<file path="src/logic/tia_pkg.sv">
// Package for the two-level interrupt arbiter: addresses, reset values,
// field positions, timing counts and the carrier structs.
// Assumes a single system clock shared with the core and the peripherals.
package tia_pkg;

  // Special-function addresses of the two registers held here
  localparam logic [7:0]  ENABLE_ADDR   = 8'hA8;
  localparam logic [7:0]  PRIO_ADDR     = 8'hB8;
  localparam logic [7:0]  ENABLE_RST    = 8'h00;
  localparam logic [7:0]  PRIO_RST      = 8'h00;
  localparam logic [7:0]  PRIO_RD_FIXED = 8'h80;
  localparam logic [7:0]  UNMAPPED_RD   = 8'h00;

  // Field positions
  localparam int          GLOBAL_EN_BIT = 7;
  localparam int          PRIMARY_SRCS  = 7;

  // Sources, order numbers 0 to 14
  localparam int          NUM_SRC       = 15;
  localparam int          IDX_W         = 4;
  localparam int          HW_CLR_SRCS   = 4;

  // Vector table
  localparam logic [15:0] RESET_VEC     = 16'h0000;
  localparam logic [15:0] VEC_BASE      = 16'h0003;
  localparam logic [15:0] VEC_STEP      = 16'h0008;

  // Response timing in system clocks
  localparam int          DETECT_CYC    = 1;
  localparam int          CALL_CYC      = 4;
  localparam int          RETI_CYC      = 5;
  localparam int          DIV_CYC       = 8;
  localparam int          WORST_CYC     =
    DETECT_CYC + RETI_CYC + DIV_CYC + CALL_CYC;
  localparam logic [1:0]  CALL_LAST     = 2'(CALL_CYC - 1);

  // Register access from the core
  typedef struct packed {
    logic [7:0] addr;
    logic       wr;
    logic [7:0] wdata;
    logic       bit_wr;
    logic [2:0] bit_sel;
    logic       bit_val;
  } tia_sfr_s;

  // Pending flags of the peripheral sources, several owning more than one
  typedef struct packed {
    logic [1:0] uart;
    logic [1:0] timer2;
    logic [3:0] spi;
    logic       twowire_flag;
    logic       adc_window;
    logic       adc_done;
    logic [3:0] pca;
    logic [1:0] comparator;
    logic [1:0] timer3;
  } tia_flags_s;

  // Arbiter states
  typedef enum logic [1:0] {
    ST_IDLE = 2'b01,
    ST_CALL = 2'b10
  } tia_state_e;

endpackage : tia_pkg

</file>
<file path="src/logic/tia_arbiter.sv">
// Two-level interrupt arbiter: enable and priority registers, per-cycle
// priority decode, long-call sequencing, in-service tracking.
// Assumes the core, the peripherals and the flag owners share ref_clk;
// every flag input is a registered level from the same clock domain.
`timescale 1ns/1ps

module tia_arbiter (
  // Clock and reset
  input  wire logic               ref_clk,
  input  wire logic               rst_b,
  // Register access from the core
  input  wire tia_pkg::tia_sfr_s  sfr,
  output logic [7:0]              sfr_rdata_q,
  // Extended enable and priority, held elsewhere
  input  wire logic [7:0]         enable_mask_extended,
  input  wire logic [7:0]         priority_level_extended,
  // Single-flag sources
  input  wire logic               ext_input0_pending,
  input  wire logic               timer0_overflow_flag,
  input  wire logic               ext_input1_pending,
  input  wire logic               timer1_overflow_flag,
  // Peripheral sources, some multi-flag
  input  wire tia_pkg::tia_flags_s flags,
  // Core sequencer
  input  wire logic               instr_end,
  input  wire logic               reti_done,
  output logic                    call_busy_q,
  output logic [15:0]             call_vec_q,
  output logic                    call_start_q,
  // Flag clears and status
  output logic [3:0]              hw_clear_q,
  output logic                    isr_low_q,
  output logic                    isr_high_q,
  output logic [7:0]              enable_q
);

  localparam int N = tia_pkg::NUM_SRC;
  localparam int W = tia_pkg::IDX_W;

  // Priority register and decode state
  logic [7:0]         prio_q;
  logic [N-1:0]       src_req;
  logic [N-1:0]       src_en;
  logic [N-1:0]       src_prio;
  logic [N-1:0]       elig;
  logic [N-1:0]       elig_hi;
  logic [N-1:0]       elig_lo;
  logic               hi_ok;
  logic               lo_ok;
  logic               win_vld_d;
  logic [W-1:0]       win_idx_d;
  logic               win_hi_d;
  logic               win_vld_q;
  logic [W-1:0]       win_idx_q;
  logic               win_hi_q;
  logic               take;
  logic               svc_hi_q;
  logic [1:0]         cnt_q;
  tia_pkg::tia_state_e state_q;
  logic               end_call;
  logic               hi_busy;
  logic               lo_busy;

  // Lowest set index, the fixed order inside a level
  function automatic logic [W-1:0] first_set(
    input logic [N-1:0] v
  );
    logic [W-1:0] idx;
    idx = '0;
    for (int i = N - 1; i >= 0; i--) begin
      if (v[i]) begin
        idx = W'(i);
      end
    end
    return idx;
  endfunction : first_set

  // Register write with byte and single-bit forms
  function automatic logic [7:0] sfr_upd(
    input logic [7:0]        old,
    input tia_pkg::tia_sfr_s s,
    input logic [7:0]        addr
  );
    logic [7:0] nv;
    nv = old;
    if (s.addr == addr) begin
      if (s.wr) begin
        nv = s.wdata;
      end else if (s.bit_wr) begin
        nv[s.bit_sel] = s.bit_val;
      end
    end
    return nv;
  endfunction : sfr_upd

  // Vector address for an order number
  function automatic logic [15:0] vec_of(
    input logic [W-1:0] idx
  );
    return tia_pkg::VEC_BASE +
      16'(tia_pkg::VEC_STEP * 16'(idx));
  endfunction : vec_of

  // Enable register, bit addressable
  always_ff @(posedge ref_clk or negedge rst_b) begin
    if (!rst_b) begin
      enable_q <= tia_pkg::ENABLE_RST;
    end else begin
      enable_q <= sfr_upd(enable_q, sfr,
                          tia_pkg::ENABLE_ADDR);
    end
  end

  // Primary priority register, all low after reset
  always_ff @(posedge ref_clk or negedge rst_b) begin
    if (!rst_b) begin
      prio_q <= tia_pkg::PRIO_RST;
    end else begin
      prio_q <= sfr_upd(prio_q, sfr, tia_pkg::PRIO_ADDR);
    end
  end

  // Read port, one clock behind the address
  always_ff @(posedge ref_clk or negedge rst_b) begin
    if (!rst_b) begin
      sfr_rdata_q <= tia_pkg::UNMAPPED_RD;
    end else if (sfr.addr == tia_pkg::ENABLE_ADDR) begin
      sfr_rdata_q <= enable_q;
    end else if (sfr.addr == tia_pkg::PRIO_ADDR) begin
      sfr_rdata_q <= prio_q | tia_pkg::PRIO_RD_FIXED;
    end else begin
      sfr_rdata_q <= tia_pkg::UNMAPPED_RD;
    end
  end

  // Request per order number; reserved slots never request
  always_comb begin
    src_req     = '0;
    src_req[0]  = ext_input0_pending;
    src_req[1]  = timer0_overflow_flag;
    src_req[2]  = ext_input1_pending;
    src_req[3]  = timer1_overflow_flag;
    src_req[4]  = |flags.uart;
    src_req[5]  = |flags.timer2;
    src_req[6]  = |flags.spi;
    src_req[7]  = flags.twowire_flag;
    src_req[9]  = flags.adc_window;
    src_req[10] = flags.adc_done;
    src_req[11] = |flags.pca;
    src_req[12] = |flags.comparator;
    src_req[14] = |flags.timer3;
  end

  // Masks and levels: primary bits low, extended bits above
  assign src_en = {enable_mask_extended,
                   enable_q[tia_pkg::PRIMARY_SRCS-1:0]};
  assign src_prio = {priority_level_extended,
                     prio_q[tia_pkg::PRIMARY_SRCS-1:0]};

  // Global enable gates every source
  assign elig = enable_q[tia_pkg::GLOBAL_EN_BIT] ?
                (src_req & src_en) : '0;
  assign elig_hi = elig & src_prio;
  assign elig_lo = elig & ~src_prio;

  // Preemption limits from the markers as they stand after this edge,
  // so a return frees the level for the very next instruction end and
  // a marker set at call end already blocks the following decode
  assign end_call = (state_q == tia_pkg::ST_CALL) && (cnt_q == 2'h0);
  assign hi_busy  = (isr_high_q && !reti_done) ||
                    (end_call && svc_hi_q);
  assign lo_busy  = (isr_low_q && !(reti_done && !isr_high_q)) ||
                    (end_call && !svc_hi_q);
  assign hi_ok = !hi_busy;
  assign lo_ok = !hi_busy && !lo_busy;

  // Winner: high level first, then order number
  always_comb begin
    win_vld_d = 1'b0;
    win_hi_d  = 1'b0;
    win_idx_d = '0;
    if (hi_ok && |elig_hi) begin
      win_vld_d = 1'b1;
      win_hi_d  = 1'b1;
      win_idx_d = first_set(elig_hi);
    end else if (lo_ok && |elig_lo) begin
      win_vld_d = 1'b1;
      win_idx_d = first_set(elig_lo);
    end
  end

  // Detection stage, refreshed every clock
  always_ff @(posedge ref_clk or negedge rst_b) begin
    if (!rst_b) begin
      win_vld_q <= 1'b0;
      win_hi_q  <= 1'b0;
      win_idx_q <= '0;
    end else begin
      win_vld_q <= win_vld_d;
      win_hi_q  <= win_hi_d;
      win_idx_q <= win_idx_d;
    end
  end

  // Take at an instruction end that is not the return itself
  assign take = (state_q == tia_pkg::ST_IDLE) && win_vld_q &&
                instr_end && !reti_done;

  // Call sequencer: four clocks of long call after detection
  always_ff @(posedge ref_clk or negedge rst_b) begin
    if (!rst_b) begin
      state_q <= tia_pkg::ST_IDLE;
      cnt_q   <= '0;
    end else begin
      unique case (state_q)
        tia_pkg::ST_IDLE: begin
          if (take) begin
            state_q <= tia_pkg::ST_CALL;
            cnt_q   <= tia_pkg::CALL_LAST;
          end
        end
        tia_pkg::ST_CALL: begin
          if (cnt_q == 2'h0) begin
            state_q <= tia_pkg::ST_IDLE;
          end else begin
            cnt_q <= cnt_q - 2'h1;
          end
        end
      endcase
    end
  end

  // Call outputs: busy level, start pulse and vector
  always_ff @(posedge ref_clk or negedge rst_b) begin
    if (!rst_b) begin
      call_busy_q  <= 1'b0;
      call_start_q <= 1'b0;
      call_vec_q   <= tia_pkg::RESET_VEC;
      svc_hi_q     <= 1'b0;
    end else begin
      call_start_q <= take;
      if (take) begin
        call_busy_q <= 1'b1;
        call_vec_q  <= vec_of(win_idx_q);
        svc_hi_q    <= win_hi_q;
      end else if (state_q == tia_pkg::ST_CALL &&
                   cnt_q == 2'h0) begin
        call_busy_q <= 1'b0;
      end
    end
  end

  // Hardware clear pulse for the four self-clearing flags
  always_ff @(posedge ref_clk or negedge rst_b) begin
    if (!rst_b) begin
      hw_clear_q <= '0;
    end else begin
      hw_clear_q <= '0;
      if (take && win_idx_q < W'(tia_pkg::HW_CLR_SRCS)) begin
        hw_clear_q[win_idx_q[1:0]] <= 1'b1;
      end
    end
  end

  // In-service markers: set on vectoring, cleared on return
  always_ff @(posedge ref_clk or negedge rst_b) begin
    if (!rst_b) begin
      isr_low_q  <= 1'b0;
      isr_high_q <= 1'b0;
    end else if (state_q == tia_pkg::ST_CALL &&
                 cnt_q == 2'h0) begin
      if (svc_hi_q) begin
        isr_high_q <= 1'b1;
      end else begin
        isr_low_q <= 1'b1;
      end
    end else if (reti_done) begin
      if (isr_high_q) begin
        isr_high_q <= 1'b0;
      end else begin
        isr_low_q <= 1'b0;
      end
    end
  end

endmodule : tia_arbiter

</file>
<file path="config.mk">
export PLATFORM = sky130hd
export DESIGN_NAME = tia_arbiter
export DESIGN_NICKNAME = d
export VERILOG_FILES = /design/src/logic/tia_pkg.sv /design/src/logic/tia_arbiter.sv
export SDC_FILE = /design/constraint.sdc
export NUM_CORES = 1
export LEC_CHECK = 0
export BUFFER_PORTS_ARGS = -buffer_cell sky130_fd_sc_hd__buf_2
export CORE_ASPECT_RATIO = 1.4
export CORE_MARGIN = 5
export CORE_UTILIZATION = 46
export CTS_BUF_LIST = sky130_fd_sc_hd__clkbuf_4 sky130_fd_sc_hd__clkbuf_8
export DETAILED_ROUTE_END_ITERATION = 12
export PLACE_DENSITY = 0.79
export SLEW_MARGIN = 0
export SYNTH_ARGS = -nofsm -noshare
export SYNTH_HDL_FRONTEND = slang
export SYNTH_SLANG_ARGS = --single-unit
</file>
<file path="constraint.sdc">
create_clock -name ref_clk -period 1.65 [get_ports ref_clk]
set_input_delay 0.33 -clock ref_clk [delete_from_list [all_inputs] [get_ports ref_clk]]
set_output_delay 0.33 -clock ref_clk [all_outputs]
set_load 0.01 [all_outputs]
</file>
==> results of run 1 <==
==> registers in the layout, indices dropped and copies added (netlist names) <==
register,flops
sfr_rdata_q,8
call_vec_q,5
prio_q,7
call_busy_q,1
win_vld_q,1
isr_low_q,1
svc_hi_q,1
call_start_q,1
hw_clear_q,4
win_idx_q,4
enable_q,8
cnt_q,2
win_hi_q,1
isr_high_q,1
state_q,2
==> cell usage after synthesis, types with 2 or more instances <==
cell	count	area, sq um
a21oi_1	10	50.1
o31ai_1	8	60.1
nand4_1	6	37.5
dfrtp_1	46	1150
o2111ai_1	3	26.3
nand3_1	5	25.0
or2_2	4	25.0
buf_6	3	33.8
nor2b_1	3	18.8
nand4b_1	7	61.3
and4_1	3	26.3
inv_1	10	37.5
nor3_1	6	30.0
o41ai_1	2	17.5
buf_4	15	113
mux2_2	12	135
buf_2	4	20.0
nand2_1	26	97.6
o21ai_0	9	45.0
nand2b_1	3	18.8
nor2_1	46	173
o22ai_1	2	12.5
a31oi_1	9	56.3
o211ai_1	4	30.0
mux2_1	7	78.8
or3_1	2	12.5
o32ai_1	3	26.3
mux2i_1	7	70.1
nor3b_1	2	15.0
==> worst min-delay path, cell delays in order <==
cell	delay [ns]
buf_2	0.08
a21oi_1	0.07
o21ai_1	0.14
==> where the power goes <==
part / internal [mW] / switching, mW
clock: 0.490 / 0.390
sequential: 1.24 / 0.0595
combinational: 0.279 / 0.353
total: 2.00 / 0.803
==> metal layers <==
layer	up-vias	part of all wire, %
met1	1395	34
met3	45	5.6
met4	0	4.3
li1	1328	-
met5	-	0
met2	132	56
==> layout make-up <==
cell class              instances  area share (%)
clock inverters                 2           0.831
flip-flops and latches         47            28.0
inverters                      10           0.891
clock buffers                   6            1.96
multi-input cells             216            41.6
well taps                      70            2.08
repair buffers                160            24.6
==> repair_timing <==
action / in CTS / in global routing
resized for setup: 49 / 38
pin swaps: 19 / 23
hold endpoints to repair: 17 / 0
endpoints found under the setup margin: 20 / 23
setup buffers: 10 / 6
cloned: 1 / 0
hold buffers: 1 / 0
==> layout by cell type (no fill, tap or decap), types with 5 or more instances in the layout <==
cell / netlist / layout
mux2_2: 12 / 5
a21oi_1: 10 / 7
nand4b_1: 7 / 7
nand3_1: 5 / 5
nand2_1: 26 / 22
buf_4: 15 / 63
nand4_1: 6 / 6
o31ai_1: 8 / 7
mux2_4: 0 / 14
a31oi_1: 9 / 7
dfrtp_1: 46 / 45
conb_1: 1 / 10
nor2_4: 0 / 15
inv_1: 10 / 10
clkbuf_8: 0 / 6
nor2_1: 46 / 29
mux2i_1: 7 / 7
buf_2: 4 / 89
==> cells by family (layout without fill, tap and decap cells) <==
logic type / count (synthesis) / after routing / share of synthesized area (%)
fa+ha+maj: 2 / 2 / 0.833
compound gates: 58 / 58 / 14.5
buf+inv: 33 / 178 / 7.69
mux: 26 / 26 / 10.5
other cells: 1 / 10 / 0.139
simple gates: 120 / 120 / 22.7
flops: 47 / 47 / 43.6
==> final timing paths <==
| path | startpoint | end | slack (ns) | cells past startpoint |
|---|---|---|---|---|
| hold / removal | sfr[12] | enable_q[7] | 0.36 | 3 |
| max in group asynchronous | rst_b | sfr_rdata_q[0] | 0.65 | 3 |
| min in group asynchronous | rst_b | svc_hi_q | 0.50 | 2 |
| setup / recovery | enable_q[7] | win_idx_q[1] | -0.29 | 10 |
| hold reg to reg | win_hi_q | svc_hi_q | 0.49 | 1 |
| setup reg to reg | enable_q[7] | win_idx_q[1] | -0.29 | 10 |
==> summary.md, run 1 <==
| Metric | Value |
|---|---|
| Setup CP Type | `register to register` |
| Num rows | `33` |
| Crit path arrival time | `around 2.1 ns` |
| Die W | `74.8 microns` |
| Multi-input gate area | `0.00175 sq mm` |
| Slew @ Worst Pin | `around 0.61 ns` |
| Mapped Avg Cell Area | `~9.4 sq um` |
| Fin nets | `506` |
| Hold Path Class | `primary input to register` |
| Status | `finished with violations` |
| Sequential cell area | `between 0.001 and 0.0015 sq mm` |
| CP top delay family | `compound AO/OA/AOI/OAI gates` |
| Crit path launch type | `register` |
| Worst hold slack | `0.361 ns` |
| GR Layer Usage met3 | `3.99%` |
| Met2 Usage GRT | `42.1%` |
| Synth Register Bits | `47` |
| First-pass GRT wire length | `~13000 microns` |
| Synth unique cells | `49` |
| Area Overhead vs Synth | `55.9%` |
| Ports | `105` |
| Vias in the first global route | `2956` |
| Fin area | `around 0.0042 sq mm` |
| Fin. Hold Viols | `0` |
| Crit path buffers/inverters | `4` |
| Critical Path RT | `1.84 ns` |
| CP most frequent cell | `buf_4` |
| Fin crit period | `1.94 ns` |
| Cell Area, Synth | `between 0.002 and 0.003 sq mm` |
| Slew HR | `59.5%` |
| Fillers | `403` |
| Final Core Density | `approximately 73%` |
| CP max-delay cell | `dfrtp_2` |
| Wire per inst | `17.9 microns` |
| Share of synthesized registers carrying an async set or reset | `100%` |
| Antenna Violating Nets Remaining | `0` |
| Mapped Cells | `287` |
| Initial DRC Count | `between 200 and 250` |
| Final std cells w/o fill | `approximately 500` |
| Final Cycle Share | `117%` |
| Total negative slack | `-2.57 ns` |
| Initial antenna violation count | `0` |
| Slowest cell delay on critical path | `about 0.47 ns` |
| EDFF count, synth | `0` |
| Clock-pin slew on the worst setup and hold paths | `0.09 ns` |
| H-Tree Depth | `2` |
| Synth warn | `0` |
| Layout Skew | `0.00591 ns` |
| Largest net degree at the start of global routing | `30` |
| Failing checks | `negative setup slack` |
| CTS tree | `built` |
| DP Cell Count | `~490` |
| Fraction of layout instances using a drive strength above 1 | `between 50 and 60%` |
| RSZ-0062 raised after global routing | `true` |
| Clock Path Buffers | `2` |
| GR peak layer | `met2` |
| Max cap viols | `0` |
| Top FF cell, synth | `dfrtp_1` |
| Final setup margin | `-0.288 ns` |
| GRT met1 Usage | `24.5%` |
| Power per cell area | `666 mW/mm^2` |
| Maximum vdd drop | `501 uV` |
| DIE HEIGHT | `101 microns` |
| Max-slew violation count | `0` |
| Worst skew pair latency | `about 0.30 ns` |
| Seq/Total Area, Yosys | `43.6%` |
| Worst path cell trace | `buf_12 > buf_4 > nand4b_1 > o31ai_4 > buf_4 > buf_4 > a21oi_1 > o21ai_0 > a21oi_1 > o31ai_2` |
| Clk root buf | `clkbuf_8` |
| Drt drc | `0` |
| Num CTS Buffers | `5` |
| Area after DPL | `0.00358 sq mm` |
| Critical Path End Type | `register` |
| Initial core utilization | `46.8%` |
| Core area | `just under 0.006 sq mm` |
| Finish-stage setup viols | `20` |
| Leakage power | `between 2 and 2.5 nW` |
| Clk sinks | `47` |
| Setup WS pre-CTS | `-0.521 ns` |
| Worst-path maximum fanout | `6` |
| DR vias/cell | `5.68` |
| Overall power | `2.81 mW` |
| ANT cells | `0` |
| Tot GR Track Use | `22.8%` |
| Vias | `2900` |
| Total grt overflow | `0` |
| Die ar. | `0.00753 sq mm` |
| Fmax | `slightly above 500 MHz` |
| # port buffers | `90` |
| Drt first pass iters | `4` |
| DP HPWL | `6030 microns` |
| Gp weighted congestion | `~0.85` |
| Routed wire length | `roughly 9100 microns` |
(Power assumes the default switching activity.)
==> run 2: changes to the inputs <==
==> constraint.sdc (replaced) <==
create_clock -name ref_clk -period 1.6 [get_ports ref_clk]
set_input_delay 0.32 -clock ref_clk [delete_from_list [all_inputs] [get_ports ref_clk]]
set_output_delay 0.32 -clock ref_clk [all_outputs]
set_load 0.01 [all_outputs]
==> run 2 against run 1 <==
Against the previous run:
- the flow still finishes with violations (negative setup slack)
- via count is 1.3% lower
- sequential power is 3% higher
- global-route usage is 0.60 points lower
- critical path depth is 3 lower
- clock skew is 0.0047 ns higher
- worst hold slack worse by 0.064 ns
- non-clock buffer count is 1 higher
- sequential cell count stayed put
- sequential share of layout area is 0.24 points lower
- critical endpoint is now enable_q[1]
- largest power group unchanged
==> summary.md, run 2 (synthesis gave the netlist of run 1 again) <==
| Metric | Value |
|---|---|
| Final Cycle Share | `115%` |
| Area after DPL | `about 0.0036 sq mm` |
| Slew @ Worst Pin | `between 0.5 and 0.6 ns` |
| Most frequent cells in the layout | `buf_2, buf_4, dfrtp_1` |
| FF-to-FF Start | `enable_q[7]` |
| Crit path arrival time | `just over 2 ns` |
| Overall power | `3.06 mW` |
| Total grt overflow | `0` |
| Critical Path End Type | `register` |
| Fin area | `0.00425 sq mm` |
| Total negative slack | `-3.63 ns` |
| Drt first pass iters | `4` |
| Cells on worst reg2reg path | `6` |
| Status | `finished with violations` |
| Clk root buf | `clkbuf_8` |
| DR vias/cell | `about 5.6` |
| Hold_sp | `sfr[12]` |
| DIE HEIGHT | `101 microns` |
| CP top delay family | `simple AND/OR/NAND/NOR gates` |
| CTS tree | `built` |
| Drt drc | `0` |
| Worst skew pair latency | `about 0.31 ns` |
| Crit path launch type | `primary input` |
| Initial DRC Count | `91` |
| Regs by FF count | `enable_q: 8 flops, sfr_rdata_q: 8 flops, prio_q: 7 flops` |
| CP max-delay cell | `or4_4` |
| Setup WS pre-CTS | `-0.569 ns` |
| Vias in the first global route | `~3000` |
| Crit path buffers/inverters | `2` |
| Initial core utilization | `46.8%` |
| R2R setup slack | `-0.24 ns` |
| # port buffers | `90` |
| Core area | `0.00578 sq mm` |
| Slew HR | `62.2%` |
| Power per cell area | `719 mW/mm^2` |
| Largest net degree at the start of global routing | `25` |
| Worst path cell trace | `buf_6 > nand4b_1 > or4_4 > buf_6 > or3_4 > nor2_4 > mux2_4` |
| Vias | `2861` |
| Ports | `around 110` |
| Hold EP | `enable_q[7]` |
| Initial antenna violation count | `0` |
| Num CTS Buffers | `5` |
| H-Tree Depth | `2` |
| Critical Path RT | `1.80 ns` |
| Layout Skew | `0.0106 ns` |
| Finish-stage setup viols | `20` |
| Setup CP Type | `primary input to register` |
| Routed wire length | `8710 microns` |
| Hold Crit Depth | `3` |
| Critical R2R Capture | `win_vld_q` |
| Clk sinks | `47` |
| Fillers | `~400` |
| Slowest cell delay on critical path | `around 0.53 ns` |
| Gp weighted congestion | `0.825` |
| Fin crit period | `between 1.5 and 2 ns` |
| Fraction of layout instances using a drive strength above 1 | `a little under three fifths` |
| Fin nets | `508` |
| Antenna Violating Nets Remaining | `0` |
| Clock Path Buffers | `2` |
| Maximum vdd drop | `around 500 uV` |
| ANT cells | `0` |
| Max cap viols | `0` |
| First-pass GRT wire length | `13000 microns` |
| Hold Path Class | `primary input to register` |
| Final setup margin | `-0.240 ns` |
| Worst-path maximum fanout | `3` |
| Tot GR Track Use | `22.2%` |
| Wire per inst | `between 15 and 20 microns` |
| Leakage power | `2.17 nW` |
| Most common cell after layout, fill and taps aside | `buf_2` |
| Worst hold slack | `0.297 ns` |
| Clock-pin slew on the worst setup and hold paths | `0.09 ns` |
| Fin. Hold Viols | `0` |
| RSZ-0062 raised after global routing | `true` |
| DP HPWL | `just under 6000 microns` |
| CP most frequent cell | `buf_6` |
| Num rows | `33` |
| Die ar. | `0.00753 sq mm` |
| Area Overhead vs Synth | `57.3%` |
| Max-slew violation count | `0` |
| Die W | `roughly 75 microns` |
| Fmax | `~540 MHz` |
| Failing checks | `negative setup slack` |
[run 2: cell count changes in the layout (fill, tap and decap cells not counted), sizes merged]
cell / previous run / this run
clkinv: 1 / 0
or3: 2 / 3
clkbuf: 7 / 6
bufinv: 1 / 2
buf: 158 / 160
[run 2: layer usage]
layer	track usage, %	part of all wire, %	routed length, microns
met1	23.6	33	2890
met3	4.19	5.4	470
met2	40.4	58	5020
met4	11.4	3.8	332
met5	0	0	0
[run 2: cell type report]
cell class | instances | area [sq um] | share of cell area (%)
Multi-Input combinational cell | 217 | 1750 | 41.2
Sequential cell | 47 | 1180 | 27.7
Timing Repair Buffer | 161 | 1060 | 24.9
Tap cell | 70 | 87.6 | 2.06
Clock buffer | 6 | 76.3 | 1.80
Clock inverter | 2 | 60.1 | 1.41
Inverter | 10 | 37.5 | 0.883
[run 2: stage by stage]
step / utilization, % / instances
floorplan: - / 296
global placement: 62.4 / 490
detailed placement: 62.4 / 490
CTS: 70.7 / 511
global route: 73.5 / 513
finish: 73.5 / 513
[run 2: worst max-delay path by stage]
stage | from | endpoint | slack, ns | cells past startpoint
floorplan | sfr[20] | enable_q[2] | -0.44 | 7
global placement | sfr[20] | enable_q[5] | -0.51 | 6
detailed placement | sfr[20] | enable_q[4] | -0.57 | 6
CTS | enable_q[7] | win_idx_q[0] | -0.22 | 7
global route | enable_q[7] | win_idx_q[0] | -0.31 | 7
finish | sfr[20] | enable_q[1] | -0.24 | 7
[run 2: tightest hold or removal path: cells and delay by family]
family                 cells  cell delay (ns)
AO/OA/AOI/OAI              2             0.17
buffers and inverters      1             0.07
[run 2: where the power goes]
group          internal, mW  switching (mW)
sequential             1.27          0.0595
clock                 0.641           0.405
combinational         0.304           0.371
[run 2: repair_timing]
item                                    CTS  global route
gates cloned                              2             0
hold buffers                              1             0
pin swaps                                16            18
endpoints found under the setup margin   20            24
hold endpoints to repair                 16             0
setup buffers                            10             2
resized for setup                        60            35
==> run 3: changes to the inputs <==
--- a/config.mk
+++ b/config.mk
@@ -11,7 +11,8 @@
 export CORE_UTILIZATION = 46
 export CTS_BUF_LIST = sky130_fd_sc_hd__clkbuf_4 sky130_fd_sc_hd__clkbuf_8
 export DETAILED_ROUTE_END_ITERATION = 12
-export PLACE_DENSITY = 0.79
+export GPL_TIMING_DRIVEN = 0
+export PLACE_DENSITY = 0.76
 export SLEW_MARGIN = 0
 export SYNTH_ARGS = -nofsm -noshare
 export SYNTH_HDL_FRONTEND = slang
==> constraint.sdc (replaced) <==
create_clock -name ref_clk -period 1.8 [get_ports ref_clk]
set_input_delay 0.36 -clock ref_clk [delete_from_list [all_inputs] [get_ports ref_clk]]
set_output_delay 0.36 -clock ref_clk [all_outputs]
set_load 0.01 [all_outputs]
==> run 3 against run 2 <==
Against the previous run:
- core utilization shrank 6.5 points
- final area fell by 8.8%
- highest routed layer unchanged
- first-iteration DRC count increased by 76%
- non-clock buffer count is 35 lower
- the flow still finishes with violations (negative setup slack)
- sequential cell count is the same
- largest cell class unchanged
==> summary.md, run 3 (synthesis gave the netlist of run 1 again) <==
| Metric | Value |
|---|---|
| Fmax | `530 MHz` |
| Gp weighted congestion | `between 0.8 and 0.9` |
| Power per cell area | `683 mW/mm^2` |
| Drt first pass iters | `4` |
| Int Pwr | `1.92 mW` |
| Fin. Hold Viols | `0` |
| Sequential Power Share | `45.1%` |
| Critical Path RT | `between 1.5 and 2 ns` |
| Vias in the first global route | `2692` |
| Slowest cell delay on critical path | `about 0.39 ns` |
| ANT cells | `0` |
| Layout Skew | `0.00771 ns` |
| Crit path arrival time | `2.07 ns` |
| CTS tree | `built` |
| Core area | `0.00578 sq mm` |
| Max-slew violation count | `0` |
| Die W | `around 75 microns` |
| Worst hold slack | `~0.22 ns` |
| Switching share of power | `27.3%` |
| Drt drc | `0` |
| H-Tree Depth | `2` |
| Regs by FF count | `enable_q: 8 flops, sfr_rdata_q: 8 flops, prio_q: 7 flops` |
| Initial DRC Count | `160` |
| Clk root buf | `clkbuf_8` |
| Fraction of layout instances using a drive strength above 1 | `49.1%` |
| CP max-delay cell | `dfrtp_1` |
| Setup CP Type | `register to register` |
| Initial core utilization | `46.8%` |
| Wire per inst | `16.3 microns` |
| Finish-stage setup viols | `6` |
| Most frequent cells in the layout | `buf_2, dfrtp_1, nor2_1` |
| Initial antenna violation count | `0` |
| Slew @ Worst Pin | `1.01 ns` |
| RSZ-0062 raised after global routing | `true` |
| DIE HEIGHT | `101 microns` |
| Clock share of power | `around a third` |
| Clock-pin slew on the worst setup and hold paths | `0.09 ns` |
| Num rows | `33` |
| Status | `finished with violations` |
| CP most frequent cell | `a21oi_1` |
| Logic pwr share | `between 10% and 20%` |
| R2R setup slack | `-0.09 ns` |
| Fin nets | `472` |
| Failing checks | `negative setup slack` |
| DP HPWL | `5350 microns` |
| Worst path cell trace | `buf_6 > buf_8 > and4_2 > nand3b_1 > a21oi_1 > o21ai_0 > a21oi_1 > o32ai_2` |
| Crit path launch type | `register` |
| P_sw | `a little over 0.7 mW` |
| Worst skew pair latency | `0.30 ns` |
| Leakage power | `1.99 nW` |
| Fillers | `453` |
| Max cap viols | `0` |
| Fin crit period | `1.89 ns` |
| Num CTS Buffers | `5` |
| Final Cycle Share | `105%` |
| DR vias/cell | `about 5.6` |
| Tot GR Track Use | `around a fifth` |
| Overall power | `2.65 mW` |
| # port buffers | `85` |
| Ports | `105` |
| Total grt overflow | `0` |
| Final setup margin | `-0.0874 ns` |
| Antenna Violating Nets Remaining | `0` |
| Routed wire length | `~8000 microns` |
| Vias | `2656` |
| Clk sinks | `47` |
| Maximum vdd drop | `403 uV` |
| Area Overhead vs Synth | `43.4%` |
| Worst-path maximum fanout | `10` |
| Slew HR | `32.8%` |
| Die ar. | `0.00753 sq mm` |
| Clock Path Buffers | `2` |
| Most common cell after layout, fill and taps aside | `buf_2` |
| Largest net degree at the start of global routing | `48` |
| Hold Path Class | `primary input to async pin` |
| First-pass GRT wire length | `12400 microns` |
| Critical Path End Type | `register` |
-- run 3: final cells by class --
class | instances | area [sq um] | share of cell area, %
multi-input cells | 216 | 1650 | 42.6
flip-flops and latches | 47 | 1180 | 30.4
repair buffers | 104 | 607 | 15.7
plain buffers | 22 | 180 | 4.65
well taps | 70 | 87.6 | 2.26
clock buffers | 6 | 76.3 | 1.97
clock inverters | 2 | 60.1 | 1.55
inverters | 10 | 37.5 | 0.969
-- run 3: stage by stage --
stage	setup TNS (ns)	instances	instance area [sq um]	worst slack, ns	utilization (%)
floorplan	-2.24	296	2760	-0.282	-
global placement	-6.36	451	3270	-0.425	56.6
detailed placement	-7.31	451	3270	-0.502	56.6
CTS	-0.316	477	3780	-0.0490	65.4
global route	-0.772	477	3870	-0.202	67.0
finish	-0.336	477	3870	-0.0874	67.0
-- run 3: path summary, 6_finish.rpt --
| kind | startpoint | end | cells past startpoint |
|---|---|---|---|
| worst max-delay path | enable_q[7] | win_idx_q[0] | 8 |
| worst min-delay path | rst_b | sfr_rdata_q[7] | 1 |
| worst max register to register | enable_q[7] | win_idx_q[0] | 8 |
| worst min register to register | call_busy_q | call_busy_q | 1 |
| max in group asynchronous | rst_b | call_vec_q[1] | 1 |
| min in group ref_clk | sfr[12] | enable_q[7] | 3 |
-- run 3: layer usage --
metal / track usage, % / vias to the layer above / wire length, microns / share of wire [%]
li1: - / 1255 / - / -
met1: 23.2 / 1287 / 2730 / 35
met2: 38.5 / 94 / 4410 / 57
met3: 3.79 / 20 / 432 / 5.6
met4: 9.86 / 0 / 197 / 2.5
met5: 0 / - / 0 / 0
-- run 3: repair_timing --
action | in CTS | in global routing
resized for setup | 52 | 22
hold buffers | 0 | 0
buffers inserted | 17 | 0
pin swaps | 16 | 10
cloned | 2 | 0
setup endpoints to repair | 12 | 19
-- run 3: worst max-delay path: cells and delay by family (launching register included) --
kind,cells,cell delay [ns]
AOI/OAI and AO/OA,4,0.67
and+or+nand+nor,2,0.40
DFF,1,0.39
buffers and inverters,2,0.29
-- run 3: power by group through the flow --
| stage | Clock (mW) | Sequential [mW] | Combinational, mW |
|---|---|---|---|
| floorplan | 0 | 1.20 | 0.262 |
| global placement | 0 | 1.20 | 0.420 |
| detailed placement | 0 | 1.21 | 0.436 |
| CTS | 0.930 | 1.19 | 0.487 |
| global route | 0.985 | 1.21 | 0.584 |
| finish | 0.932 | 1.19 | 0.521 |
